<file path="config.mk">
export PLATFORM = sky130hd
export DESIGN_NAME = mbg_bus_glue
export DESIGN_NICKNAME = d
export VERILOG_FILES = /design/src/design/mbg_bus_glue.v /design/src/design/mbg_sync2.v
export VERILOG_INCLUDE_DIRS = /design/src /design/src/design
export SDC_FILE = /design/constraint.sdc
export NUM_CORES = 1
export LEC_CHECK = 0
export BUFFER_PORTS_ARGS = -buffer_cell sky130_fd_sc_hd__clkbuf_2
export CORE_UTILIZATION = 30
export CTS_CLUSTER_DIAMETER = 200
export CTS_CLUSTER_SIZE = 30
export DETAILED_ROUTE_END_ITERATION = 16
export GPL_TIMING_DRIVEN = 0
export SYNTH_ARGS = -nofsm -noshare
export SYNTH_HDL_FRONTEND = slang
export SYNTH_SLANG_ARGS = --single-unit
</file>
<file path="constraint.sdc">
create_clock -name clk_sys_i -period 2.25 [get_ports clk_sys_i]
set_clock_uncertainty 0.2 [all_clocks]
set_input_delay 0.3375 -clock clk_sys_i [delete_from_list [all_inputs] [get_ports clk_sys_i]]
set_output_delay 0.3375 -clock clk_sys_i [all_outputs]
set_load 0.01 [all_outputs]
</file>
<file path="src/design/mbg_consts.vh">
`ifndef MBG_CONSTS_VH
`define MBG_CONSTS_VH
// cycle acknowledge delay after address strobe seen low, in bus clocks
`define MBG_ACK_DELAY 2'd2
// action request decode address, word address bits [31:2]
`define MBG_AR_ADDR 30'h3fff_fff0
// transfer size codes on the host bus
`define MBG_SIZ_LONG 2'b00
`define MBG_SIZ_BYTE 2'b01
`define MBG_SIZ_WORD 2'b10
// lan byte enable patterns, active low
`define MBG_BE_LONG 4'h0
`define MBG_BE_WORD_LO 4'hc
`define MBG_BE_WORD_HI 4'h3
// arbiter states
`define MBG_ST_CPU 2'd0
`define MBG_ST_RLS 2'd1
`define MBG_ST_HDLC 2'd2
`define MBG_ST_LAN 2'd3
`endif

</file>
<file path="src/design/mbg_bus_glue.v">
`timescale 1ns/10ps
`include "mbg_consts.vh"
// How it works
// - cpu holds the bus whenever no alternate master requests.
// - hdlc or lan request raises the second-stage request.
// - first stage makes cpu release, then grants stage two, passed on.
// - hdlc wins over lan when both request together.
// - losing lan request waits until hdlc done and bus returned to cpu.
// - lan request/grant turned into host request/grant signalling.
// - hdlc address strobe drives host transfer start while it owns bus.
// - cycle ack asserted two bus clocks after address strobe seen low.
// - transfer start released on the same clock that cycle ack goes low.
// - transfer start tristated when hdlc is not bus owner.
// - cpu write to one fixed address yields the action request pulse.
// - low address bits and size generated for lan 8/16/32-bit cycles.
// - lan signals synchronised into the bus clock domain.
module mbg_bus_glue (
	// clock and reset
	input wire clk_sys_i,
	input wire rst_n_i,
	// cpu side arbitration
	output wire cpu_bus_req_o,
	input wire cpu_bus_granted_i,
	output wire cpu_bus_grant_o,
	// hdlc controller arbitration
	input wire hdlc_hold_req_i,
	output wire hdlc_hold_ack_o,
	// lan controller arbitration, active high hold style
	input wire lan_hold_i,
	output wire lan_hlda_o,
	// hdlc bus cycle
	input wire address_strobe_n_i,
	input wire write_data_valid_n_i,
	output wire cycle_ack_n_o,
	// host bus transfer start, three-state
	output wire transfer_start_n_o,
	output wire transfer_start_oe_o,
	input wire xfer_done_n_i,
	// lan bus cycle
	input wire [3:0] lan_be_n_i,
	output wire [1:0] lan_addr_lo_o,
	output wire [1:0] lan_siz_o,
	// cpu write decode
	input wire [31:2] cpu_addr_i,
	input wire cpu_write_i,
	input wire cpu_strobe_i,
	output wire action_req_o
);
	////////////////////////////////////////////////////////////////
	wire [5:0] lan_sync;
	wire hdlc_req_s;
	wire lan_req_s;
	wire [3:0] be_s;
	mbg_sync2 #(.W(6)) u_sync (
		.clk_sys_i(clk_sys_i),
		.rst_n_i(rst_n_i),
		.d_i({hdlc_hold_req_i, lan_hold_i, lan_be_n_i}),
		.q_o(lan_sync)
	);
	assign hdlc_req_s = lan_sync[5];
	assign lan_req_s = lan_sync[4];
	assign be_s = lan_sync[3:0];
	////////////////////////////////////////////////////////////////
	// arbiter
	reg [1:0] state_ff;
	reg [1:0] nxt_state;
	reg cpu_req_ff;
	reg cpu_grant_ff;
	reg hdlc_ack_ff;
	reg lan_ack_ff;
	wire alt_req = hdlc_req_s | lan_req_s;
	always @* begin
		nxt_state = state_ff;
		case (state_ff)
			`MBG_ST_CPU: begin
				if (alt_req)
					nxt_state = `MBG_ST_RLS;
			end
			`MBG_ST_RLS: begin
				if (!alt_req)
					nxt_state = `MBG_ST_CPU;
				else if (!cpu_bus_granted_i) begin
					if (hdlc_req_s)
						nxt_state = `MBG_ST_HDLC;
					else
						nxt_state = `MBG_ST_LAN;
				end
			end
			`MBG_ST_HDLC: begin
				if (!hdlc_req_s)
					nxt_state = `MBG_ST_CPU;
			end
			`MBG_ST_LAN: begin
				if (!lan_req_s)
					nxt_state = `MBG_ST_CPU;
			end
			default: nxt_state = `MBG_ST_CPU;
		endcase
	end
	always @(posedge clk_sys_i) begin
		if (!rst_n_i) begin
			state_ff <= `MBG_ST_CPU;
			cpu_req_ff <= 1'b0;
			cpu_grant_ff <= 1'b1;
			hdlc_ack_ff <= 1'b0;
			lan_ack_ff <= 1'b0;
		end else begin
			state_ff <= nxt_state;
			cpu_req_ff <= (nxt_state != `MBG_ST_CPU);
			cpu_grant_ff <= (nxt_state == `MBG_ST_CPU);
			hdlc_ack_ff <= (nxt_state == `MBG_ST_HDLC);
			lan_ack_ff <= (nxt_state == `MBG_ST_LAN);
		end
	end
	////////////////////////////////////////////////////////////////
	// hdlc cycle adaptation
	reg [1:0] as_sync_ff;
	reg [1:0] ack_cnt_ff;
	reg ack_n_ff;
	reg ts_n_ff;
	reg ts_oe_ff;
	wire as_low = ~as_sync_ff[1];
	always @(posedge clk_sys_i) begin
		if (!rst_n_i) begin
			as_sync_ff <= 2'b11;
			ack_cnt_ff <= 2'd0;
			ack_n_ff <= 1'b1;
			ts_n_ff <= 1'b1;
			ts_oe_ff <= 1'b0;
		end else begin
			as_sync_ff <= {as_sync_ff[0], address_strobe_n_i};
			// enable drops with the grant, never overlaps the cpu
			ts_oe_ff <= (nxt_state == `MBG_ST_HDLC);
			if (!hdlc_ack_ff || !as_low) begin
				ack_cnt_ff <= 2'd0;
				ack_n_ff <= 1'b1;
				ts_n_ff <= 1'b1;
			end else if (ack_cnt_ff == `MBG_ACK_DELAY - 2'd1) begin
				ack_n_ff <= 1'b0;
				ts_n_ff <= 1'b1;
			end else begin
				ack_cnt_ff <= ack_cnt_ff + 2'd1;
				if (ack_cnt_ff == 2'd0)
					ts_n_ff <= 1'b0;
			end
		end
	end
	////////////////////////////////////////////////////////////////
	// lan address and size
	reg [1:0] addr_lo_ff;
	reg [1:0] siz_ff;
	always @(posedge clk_sys_i) begin
		if (!rst_n_i) begin
			addr_lo_ff <= 2'd0;
			siz_ff <= `MBG_SIZ_LONG;
		end else begin
			case (be_s)
				`MBG_BE_LONG: begin
					addr_lo_ff <= 2'd0;
					siz_ff <= `MBG_SIZ_LONG;
				end
				`MBG_BE_WORD_LO: begin
					addr_lo_ff <= 2'd0;
					siz_ff <= `MBG_SIZ_WORD;
				end
				`MBG_BE_WORD_HI: begin
					addr_lo_ff <= 2'd2;
					siz_ff <= `MBG_SIZ_WORD;
				end
				4'he: begin
					addr_lo_ff <= 2'd0;
					siz_ff <= `MBG_SIZ_BYTE;
				end
				4'hd: begin
					addr_lo_ff <= 2'd1;
					siz_ff <= `MBG_SIZ_BYTE;
				end
				4'hb: begin
					addr_lo_ff <= 2'd2;
					siz_ff <= `MBG_SIZ_BYTE;
				end
				4'h7: begin
					addr_lo_ff <= 2'd3;
					siz_ff <= `MBG_SIZ_BYTE;
				end
				default: begin
					addr_lo_ff <= 2'd0;
					siz_ff <= `MBG_SIZ_LONG;
				end
			endcase
		end
	end
	////////////////////////////////////////////////////////////////
	// action request decode, one pulse per write
	reg ar_ff;
	reg ar_seen_ff;
	wire ar_hit = cpu_strobe_i & cpu_write_i & (cpu_addr_i == `MBG_AR_ADDR);
	always @(posedge clk_sys_i) begin
		if (!rst_n_i) begin
			ar_ff <= 1'b0;
			ar_seen_ff <= 1'b0;
		end else begin
			ar_seen_ff <= ar_hit;
			ar_ff <= ar_hit & ~ar_seen_ff;
		end
	end
	////////////////////////////////////////////////////////////////
	assign cpu_bus_req_o = cpu_req_ff;
	assign cpu_bus_grant_o = cpu_grant_ff;
	assign hdlc_hold_ack_o = hdlc_ack_ff;
	assign lan_hlda_o = lan_ack_ff;
	assign cycle_ack_n_o = ack_n_ff;
	assign transfer_start_n_o = ts_n_ff;
	assign transfer_start_oe_o = ts_oe_ff;
	assign lan_addr_lo_o = addr_lo_ff;
	assign lan_siz_o = siz_ff;
	assign action_req_o = ar_ff;
endmodule

</file>
<file path="src/design/mbg_sync2.v">
`timescale 1ns/10ps
module mbg_sync2 #(
	parameter W = 1
) (
	// clock and reset
	input wire clk_sys_i,
	input wire rst_n_i,
	// data
	input wire [W-1:0] d_i,
	output wire [W-1:0] q_o
);
	reg [W-1:0] meta_ff;
	reg [W-1:0] sync_ff;
	always @(posedge clk_sys_i) begin
		if (!rst_n_i) begin
			meta_ff <= {W{1'b0}};
			sync_ff <= {W{1'b0}};
		end else begin
			meta_ff <= d_i;
			sync_ff <= meta_ff;
		end
	end
	assign q_o = sync_ff;
endmodule

</file>
==> summary.md, run 1 <==
| Metric | Value |
|---|---|
| Syn avg cell area | 10.2 um^2 |
| Worst r2r src | state_ff[1] |
| Worst Tran Pin Value | 0.458 ns |
| Setup_tns | 0 ns |
| Post-route ant nets | 0 |
| Largest net degree at the start of global routing | 11 |
| Fin crit share | 0.656 |
| Total number of vias | 963 |
| Internal Power | 839 uW |
| CP Class | reg2reg |
| CTS H-Tree Depth | 2 |
| HPWL Detailed | 1870 um |
| Metal-1 WL | 991 um |
| Final setup fails | 0 |
| NetSw | 232 uW |
| Min setup slack post-route | 0.774 ns |
| Clock latency on the worst-skew pair | 0.28 ns |
| Core Rows | 21 |
| Worst-path fanout max | 7 |
| CP Cell Sequence | nand2b_1 > a2111oi_2 > o21ba_2 |
| Final core utilization | 0.441 |
| CP max-delay cell | a2111oi_2 |
| Total track usage | 0.129 |
| Net switching fraction of the power | 0.216 |
| Root Driver | clkbuf_8 |
| Status | completed |
| Met3 wire length | 149 um |
| RD Place Congestion | 0.757 |
| CTS max path bufs | 2 |
| HP Class | in2reg |
| Pwr dens | 706 nW/um^2 |
| Yosys cell types | 34 |
| Max-Cap Viols | 0 |
| Final min period | 1.48 ns |
| Fmax | 0.678 GHz |
| Post-place setup slack | 0.558 ns |
| Core box area | 3440 um^2 |
| Die W | 62.7 um |
| Critical Path Source | state_ff[1] |
| Register area share after synthesis | 0.544 |
| Clock-pin slew on the worst setup and hold paths | 0.06 ns |
| Worst path arrival time | 1.45 ns |
| Leak | 0.688 nW |
| DRC | 0 |
| WHS | 0.0471 ns |
| Die height | 62.7 um |
| Slew Limit Fails | 0 |
| Number of global-route vias before repair | 911 |
| Diode count | 0 |
| Die area | 3930 um^2 |
| Pre-antenna DRT Iters | 4 |
| Post-CTS Setup Bufs | 0 |
| Mapped Cells | 108 |
| Combinational share of power | 0.072 |
| Top sig layer | met4 |
| Synthesized flop and latch total | 30 |
| CP required | 2.23 ns |
| Non-filler instance count after layout | 215 |
| Initial drt markers | 17 |
| GRT Residual Overflow | 0 |
| Post-Syn Area | 1100 um^2 |
| CP Capture Type | flop |
| R2R setup slack | 0.77 ns |
| First-pass GRT wire length | 3750 um |
| Crit path launch type | flop |
| Worst slew margin | 0.695 |
| Total power | 1.07 mW |
| Clock sink count | 30 |
| Placed cells | 207 |
| Detailed Route WL | 2360 um |
| Final Hold Vio Count | 0 |
| Synth Warn # | 0 |
| Final net count | 214 |
| Initial antenna violation count | 0 |
| Cell area after layout | 1520 um^2 |
| CTS buffer count | 5 |
| Number of port buffers | 53 |
| Clock share of power | 0.408 |
| Area Growth Syn to Fin | 37.5% |
| Io pins | 56 |
| Initial Util | 0.321 |
| Post-detailed-route wirelength per cell | 11.0 um |
| Layout cell share with drive strength beyond 1 | 0.391 |
| Peak supply drop | 0.419 mV |
| RSZ-0062 raised after global routing | no |
| Hold wc startpoint | address_strobe_n_i |
| Hold Buf Count CTS | 0 |
| Drt via density | 4.48 |
| Seq pwr share | 0.521 |
| CTS tree | built |
| Critical path's largest stage delay | 0.42 ns |
| Syn_nets | 154 |
| DR WL met2 | 1190 um |
| Placed Area | 1430 um^2 |
| PostCTS Resize Cnt | 0 |
[final timing paths]
check | to | cells past startpoint
min reg2reg | action_req_o | 1
max reg2reg | cpu_bus_grant_o | 3
min | as_sync_ff[0] | 2
max | cpu_bus_grant_o | 3
[power by group through the flow]
stage / combinational, mW / clock [mW] / sequential [mW]
5_1_grt: 0.0861 / 0.477 / 0.560
3_3_place_gp: 0.0741 / 0 / 0.569
4_1_cts: 0.0777 / 0.452 / 0.558
6_report: 0.0770 / 0.437 / 0.558
2_1_floorplan: 0.0299 / 0 / 0.569
3_5_place_dp: 0.0774 / 0 / 0.569
[cell usage after synthesis]
master     count  area share
a221oi_1       1      0.0079
nor3_1         4       0.018
nand4_1        6       0.034
a2111oi_2      1       0.014
nor3b_1        1      0.0068
a21o_1         2       0.014
or2_0          1      0.0057
ha_1           2       0.023
dfxtp_1       30        0.54
a31o_2         1      0.0079
and2_1        12       0.068
nand2_1        5       0.017
nand3_1        2      0.0091
nand2b_1       4       0.023
nor2_1         7       0.024
nor2b_1        1      0.0057
inv_1          7       0.024
xnor2_1        2       0.016
nor4_2         1       0.011
nor4bb_1       1      0.0091
mux2i_1        1      0.0091
o21bai_1       1      0.0068
o21a_1         1      0.0068
nand4bb_1      1       0.010
a211o_1        1      0.0079
nand3b_1       1      0.0068
o21ba_2        1      0.0091
clkbuf_1       2      0.0068
a21oi_1        3       0.014
buf_4          1      0.0068
o2111a_1       1       0.010
or4_1          1      0.0068
xor2_1         1      0.0079
or4_4          1       0.010
[registers in the layout (all words and copies together) (netlist names)]
register,cells
as_sync_ff,2
lan_addr_lo_o,2
cpu_bus_req_o,1
transfer_start_oe_o,1
transfer_start_n_o,1
u_sync.meta_ff,6
action_req_o,1
cycle_ack_n_o,1
lan_hlda_o,1
ack_cnt_ff,2
u_sync.q_o,6
ar_seen_ff,1
lan_siz_o,2
state_ff,2
cpu_bus_grant_o,1
[cell families (layout without fill, tap and decap cells)]
kind of cell,after synthesis,count (layout),synth area share
flops,30,30,0.544
xor+xnor,3,3,0.0238
compound gates,13,13,0.0975
fa+ha+maj,2,2,0.0227
mux,1,1,0.00907
simple gates,49,49,0.265
buf+inv,10,71,0.0374
[per-layer routing]
metal / track usage / vias to the layer above
met2: 0.224 / 37
met3: 0.0675 / 4
met5: 0 / -
met1: 0.129 / 433
li1: - / 489
met4: 0.0523 / 0
[cell usage in the layout (no fill, tap or decap), drive strengths merged]
master and count:
or4 2, nand3 2, nor2 7, nand4bb 1, nor3 4, nor3b 1, inv 7, xor2 1
xnor2 2, nor4 1, nand2 5, nand2b 4, a21oi 3, nor2b 1, clkinv 1, o21a 1
buf 1, mux2i 1, nor4bb 1, nand4 6, o2111a 1, and2 12, ha 2, o21bai 1
or2 1, nand3b 1, a221oi 1, a2111oi 1, a31o 1, a21o 2, clkbuf 62, a211o 1
o21ba 1, dfxtp 30
[area by class of cell]
class                      count  area, um^2
fill                         366        1920
sequential                    30         601
multi-input combinational     68         462
timing repair buffer          53         265
clock buffer                   7        86.3
tap                           46        57.6
inverter                       7        26.3
buffer                         3        15.0
clock inverter                 1        5.00
[critical path, delay by kind of cell (launching register included)]
family / cells / cell delay, ns
AOI/OAI and AO/OA: 2 / 0.63
DFF: 1 / 0.36
and+or+nand+nor: 1 / 0.18
Power figures use the tool's default switching activity.
==> inputs of run 2 (changes only) <==
==> constraint.sdc (replaced) <==
create_clock -name clk_sys_i -period 1.3 [get_ports clk_sys_i]
set_clock_uncertainty 0.2 [all_clocks]
set_input_delay 0.195 -clock clk_sys_i [delete_from_list [all_inputs] [get_ports clk_sys_i]]
set_output_delay 0.195 -clock clk_sys_i [all_outputs]
set_load 0.01 [all_outputs]
==> summary.md, run 2 (synthesized netlist as in run 1, its figures left out) <==
| Metric | Value |
|---|---|
| Status | complete, but fails checks |
| Failing checks | negative setup slack |
| Leak | 0.757 nW (+10%) |
| Crit path launch type | flop |
| Clock-pin slew on the worst setup and hold paths | 0.06 ns (about the same) |
| RSZ-0062 raised after global routing | yes |
| CP required | 1.28 ns (-0.95 ns) |
| Post-place setup slack | -0.252 ns (-0.810 ns) |
| Clock sink count | 30 (unchanged) |
| Area Growth Syn to Fin | 55.8% |
| Final Hold Vio Count | 0 (unchanged) |
| Diode count | 0 (unchanged) |
| GRT Residual Overflow | 0 (unchanged) |
| Die W | 62.7 um (unchanged) |
| Die area | 3930 um^2 (unchanged) |
| Worst-path fanout max | 7 (unchanged) |
| HP Class | in2reg |
| Multi-input logic area | 523 um^2 (+13%) |
| Peak supply drop | 0.711 mV (+70%) |
| Final setup fails | 1 (+1) |
| Post-route ant nets | 0 (unchanged) |
| CP Capture Type | flop |
| Post-detailed-route wirelength per cell | 9.99 um (-8.9%) |
| Drt via density | 4.41 (-1.5%) |
| Initial drt markers | 15 (-2) |
| Number of global-route vias before repair | 979 (+7.5%) |
| Total number of vias | 1006 (+4.5%) |
| CP Class | reg2reg |
| Largest net degree at the start of global routing | 11 (unchanged) |
| Worst Tran Pin Value | 0.422 ns (-0.0359 ns) |
| Number of port buffers | 53 (unchanged) |
| First-pass GRT wire length | 3950 um (+5.1%) |
| RD Place Congestion | 0.734 (-3.1%) |
| Placed Area | 1480 um^2 (+3.6%) |
| Clock latency on the worst-skew pair | 0.28 ns (about the same) |
| Total track usage | 0.136 (+0.00638) |
| Layout cell share with drive strength beyond 1 | 0.440 (+0.0490) |
| Leading cell type in the layout, fill and taps excluded | clkbuf_2 |
| Core Rows | 21 (unchanged) |
| Pre-antenna DRT Iters | 3 (-1) |
| Die height | 62.7 um (unchanged) |
| Most frequent cells in the layout | 52 x clkbuf_2, 25 x dfxtp_1, 12 x and2_1 |
| Worst path arrival time | 1.35 ns (-0.10 ns) |
| CTS H-Tree Depth | 2 (unchanged) |
| Fin crit share | 1.06 (+0.402) |
| Detailed Route WL | 2280 um (-3.4%) |
| Setup_tns | -0.0748 ns (-0.0748 ns) |
| Pwr dens | 1110 nW/um^2 (+57%) |
| Core box area | 3440 um^2 (unchanged) |
| Io pins | 56 (unchanged) |
| FF/Latch Area | 614 um^2 (+2.3%) |
| Initial Util | 0.321 (unchanged) |
| Max-Cap Viols | 0 (unchanged) |
| Final min period | 1.37 ns (-0.101 ns) |
| Fillers | 315 (-14%) |
| Slew Limit Fails | 0 (unchanged) |
| CTS tree | built |
| Total power | 1.91 mW (+78%) |
| Worst slew margin | 0.719 (+0.0240) |
| HPWL Detailed | 1730 um (-7.6%) |
| Fmax | 0.727 GHz (+7.3%) |
| CTS buffer count | 5 (unchanged) |
| Cell area after layout | 1720 um^2 (+13%) |
| Root Driver | clkbuf_8 |
| Initial antenna violation count | 0 (unchanged) |
| Final net count | 227 (+6.1%) |
| Min setup slack post-route | -0.0748 ns (-0.849 ns) |
| DRC | 0 (unchanged) |
| CTS max path bufs | 2 (unchanged) |
[run 2: changes by cell type in the layout (fill, tap and decap cells not counted), moves of 2 or more]
cell	delta
buf_4	+3
dfxtp_1	-5
dfxtp_2	+2
dfxtp_4	+3
dlygate4sd3_1	+10
[run 2: power breakdown]
part	switching [mW]	internal (mW)	leakage, nW
clock	0.347	0.424	0.0472
sequential	0.0168	0.945	0.249
combinational	0.0658	0.110	0.461
[run 2: final timing paths]
path                 start              end  slack, ns  cells past startpoint
max            state_ff[1]  cpu_bus_grant_o      -0.07                      3
min          cpu_addr_i[9]     action_req_o       0.06                      4
max reg2reg    state_ff[1]  cpu_bus_grant_o      -0.07                      3
min reg2reg  as_sync_ff[0]    as_sync_ff[1]       0.21                      1
[run 2: timing repair]
| action | CTS | global route |
|---|---|---|
| pin swaps | 1 | 0 |
| hold buffers | 10 | 0 |
| setup endpoints to repair | 3 | 5 |
| hold endpoints to repair | 9 | 0 |
| setup buffers | 3 | 0 |
| gates resized for setup | 4 | 4 |
[run 2: worst max-delay path: stages (launching register included)]
cell	delay (ns)
dfxtp_4	0.37
nand2b_4	0.15
a2111oi_4	0.34
o21ba_2	0.21
[run 2: routing by layer]
| metal | up-vias | share of wire | track usage |
|---|---|---|---|
| met2 | 51 | 0.51 | 0.246 |
| li1 | 517 | - | - |
| met1 | 432 | 0.39 | 0.126 |
| met4 | 0 | 0.025 | 0.105 |
| met5 | - | 0 | 0 |
| met3 | 6 | 0.078 | 0.0401 |
[run 2: through the flow]
step | instances | hold slack (ns) | utilization
final | 228 | 0.0639 | 0.499
after CTS | 228 | 0.0338 | 0.496
after global placement | 207 | 0.196 | 0.429
after floorplan | 108 | 0.0965 | -
after detailed placement | 207 | 0.196 | 0.429
after global routing | 228 | 0.0731 | 0.499
[run 2: area by class of cell]
type / instances / area share
buffer: 3 / 0.00873
clock buffer: 6 / 0.0480
clock inverter: 2 / 0.00728
inverter: 7 / 0.0153
multi-input combinational: 68 / 0.304
sequential: 30 / 0.357
tap: 46 / 0.0335
timing repair buffer: 66 / 0.226
==> inputs of run 3 (changes only) <==
--- a/config.mk
+++ b/config.mk
@@ -12,6 +12,7 @@
 export CTS_CLUSTER_SIZE = 30
 export DETAILED_ROUTE_END_ITERATION = 16
 export GPL_TIMING_DRIVEN = 0
+export PLACE_DENSITY = 0.57
 export SYNTH_ARGS = -nofsm -noshare
 export SYNTH_HDL_FRONTEND = slang
 export SYNTH_SLANG_ARGS = --single-unit
==> summary.md, run 3 (synthesized netlist as in run 1, its figures left out) <==
| Metric | Value |
|---|---|
| Status | complete, but fails checks |
| Failing checks | negative setup slack |
| Diode count | 0 (unchanged) |
| Initial Util | 0.321 (unchanged) |
| Total number of vias | 1030 (+2.4%) |
| CTS buffer count | 5 (unchanged) |
| Final core utilization | 0.496 (-0.00327) |
| DRC | 0 (unchanged) |
| Peak supply drop | 0.589 mV (-17%) |
| Pre-antenna DRT Iters | 4 (+1) |
| CP Class | reg2reg |
| Critical path's largest stage delay | 0.37 ns (about the same) |
| Total track usage | 0.148 (+0.0125) |
| First-pass GRT wire length | 4280 um (+8.6%) |
| Core Rows | 21 (unchanged) |
| Placed cells | 207 (unchanged) |
| Die area | 3930 um^2 (unchanged) |
| Clock-pin slew on the worst setup and hold paths | 0.06 ns (about the same) |
| Min setup slack post-route | -0.0551 ns (+0.0197 ns) |
| Clock latency on the worst-skew pair | 0.28 ns (about the same) |
| CP Cell Sequence | nand2b_4 > a2111oi_4 > o21ba_2 |
| Fmax | 0.738 GHz (+1.5%) |
| Largest net degree at the start of global routing | 11 (unchanged) |
| Final setup fails | 1 (unchanged) |
| Non-filler instance count after layout | 227 (-0.44%) |
| Worst-path fanout max | 7 (unchanged) |
| CP Capture Type | flop |
| Setup_tns | -0.0551 ns (+0.0197 ns) |
| Number of port buffers | 53 (unchanged) |
| Detailed Route WL | 2570 um (+13%) |
| Drt via density | 4.54 (+2.8%) |
| Worst Path Buf+Inv | 0 (unchanged) |
| CTS H-Tree Depth | 2 (unchanged) |
| Io pins | 56 (unchanged) |
| Worst slew margin | 0.726 (+0.00740) |
| Post-route ant nets | 0 (unchanged) |
| Fillers | 341 (+8.3%) |
| Die height | 62.7 um (unchanged) |
| Core box area | 3440 um^2 (unchanged) |
| Slew Limit Fails | 0 (unchanged) |
| CP required | 1.28 ns (about the same) |
| Worst Tran Pin Value | 0.411 ns (-0.0111 ns) |
| Final min period | 1.36 ns (-0.0197 ns) |
| Pwr dens | 1110 nW/um^2 (+0.25%) |
| WHS | 0.0592 ns (-0.00465 ns) |
| Final net count | 226 (-0.44%) |
| Fin crit share | 1.04 (-0.0152) |
| HP Class | in2reg |
| Total power | 1.90 mW (-0.41%) |
| RD Place Congestion | 0.887 (+21%) |
| CP max-delay cell | dfxtp_4 |
| Final Hold Vio Count | 0 (unchanged) |
| Crit path launch type | flop |
| Area Growth Syn to Fin | 54.8% |
| Post-detailed-route wirelength per cell | 11.3 um (+13%) |
| Leak | 0.753 nW (-0.54%) |
| Layout cell share with drive strength beyond 1 | 0.431 (-0.00862) |
| Initial antenna violation count | 0 (unchanged) |
| Initial drt markers | 17 (+2) |
| Root Driver | clkbuf_8 |
| CTS tree | built |
| Worst path arrival time | 1.33 ns (-0.02 ns) |
| RSZ-0062 raised after global routing | yes |
| Number of global-route vias before repair | 994 (+1.5%) |
| HPWL Detailed | 1850 um (+6.9%) |
| Die W | 62.7 um (unchanged) |
| Max-Cap Viols | 0 (unchanged) |
| Clock sink count | 30 (unchanged) |
| GRT Residual Overflow | 0 (unchanged) |
| Leading cell type in the layout, fill and taps excluded | clkbuf_2 |
| CTS max path bufs | 2 (unchanged) |
| Most frequent cells in the layout | 53 x clkbuf_2, 25 x dfxtp_1, 12 x and2_1 |
| Cell family with the largest share of critical-path delay | compound AO/OA/AOI/OAI gates |
[run 3: report_power, final]
part | leakage [nW] | internal (mW) | total, mW | switching (mW)
clock | 0.0482 | 0.426 | 0.763 | 0.337
sequential | 0.249 | 0.945 | 0.963 | 0.0175
combinational | 0.456 | 0.108 | 0.175 | 0.0674
[run 3: path summary, 6_finish.rpt]
path              slack, ns               to  cells after the start          start
hold reg to reg        0.21    as_sync_ff[1]                      1  as_sync_ff[0]
setup / recovery      -0.06  cpu_bus_grant_o                      3    state_ff[1]
setup reg to reg      -0.06  cpu_bus_grant_o                      3    state_ff[1]
hold / removal         0.06     action_req_o                      4  cpu_addr_i[9]
[run 3: worst register-to-register path, cell delays in order (launching register included)]
cell,delay (ns)
dfxtp_4,0.37
nand2b_4,0.15
a2111oi_4,0.33
o21ba_2,0.21
[run 3: final cells by class]
class	count	area, um^2	area share
well taps	46	57.6	0.0337
flip-flops and latches	30	614	0.360
clock buffers	7	86.3	0.0505
inverters	7	26.3	0.0154
multi-input cells	68	523	0.306
clock inverters	1	5.00	0.00293
plain buffers	3	15.0	0.00879
repair buffers	65	380	0.223
[run 3: stage by stage]
stage	setup slack, ns	instance area [um^2]
after floorplan	-0.0190	1150
after global placement	-0.270	1480
after detailed placement	-0.272	1480
after CTS	-0.0472	1700
after global routing	-0.117	1710
final	-0.0551	1710
[run 3: routing by layer]
layer,share of wire,track usage,routed length (um),up-vias
met2,0.56,0.258,1440,26
met5,0,0,0,-
li1,-,-,-,513
met1,0.36,0.138,918,482
met3,0.053,0.0730,135,9
met4,0.029,0.0901,75,0
[run 3: repair_timing]
item	in CTS	in global routing
hold endpoints to repair	9	0
pin swaps	1	0
endpoints found under the setup margin	3	4
setup buffers	2	0
resized for setup	4	3
hold buffers	10	0
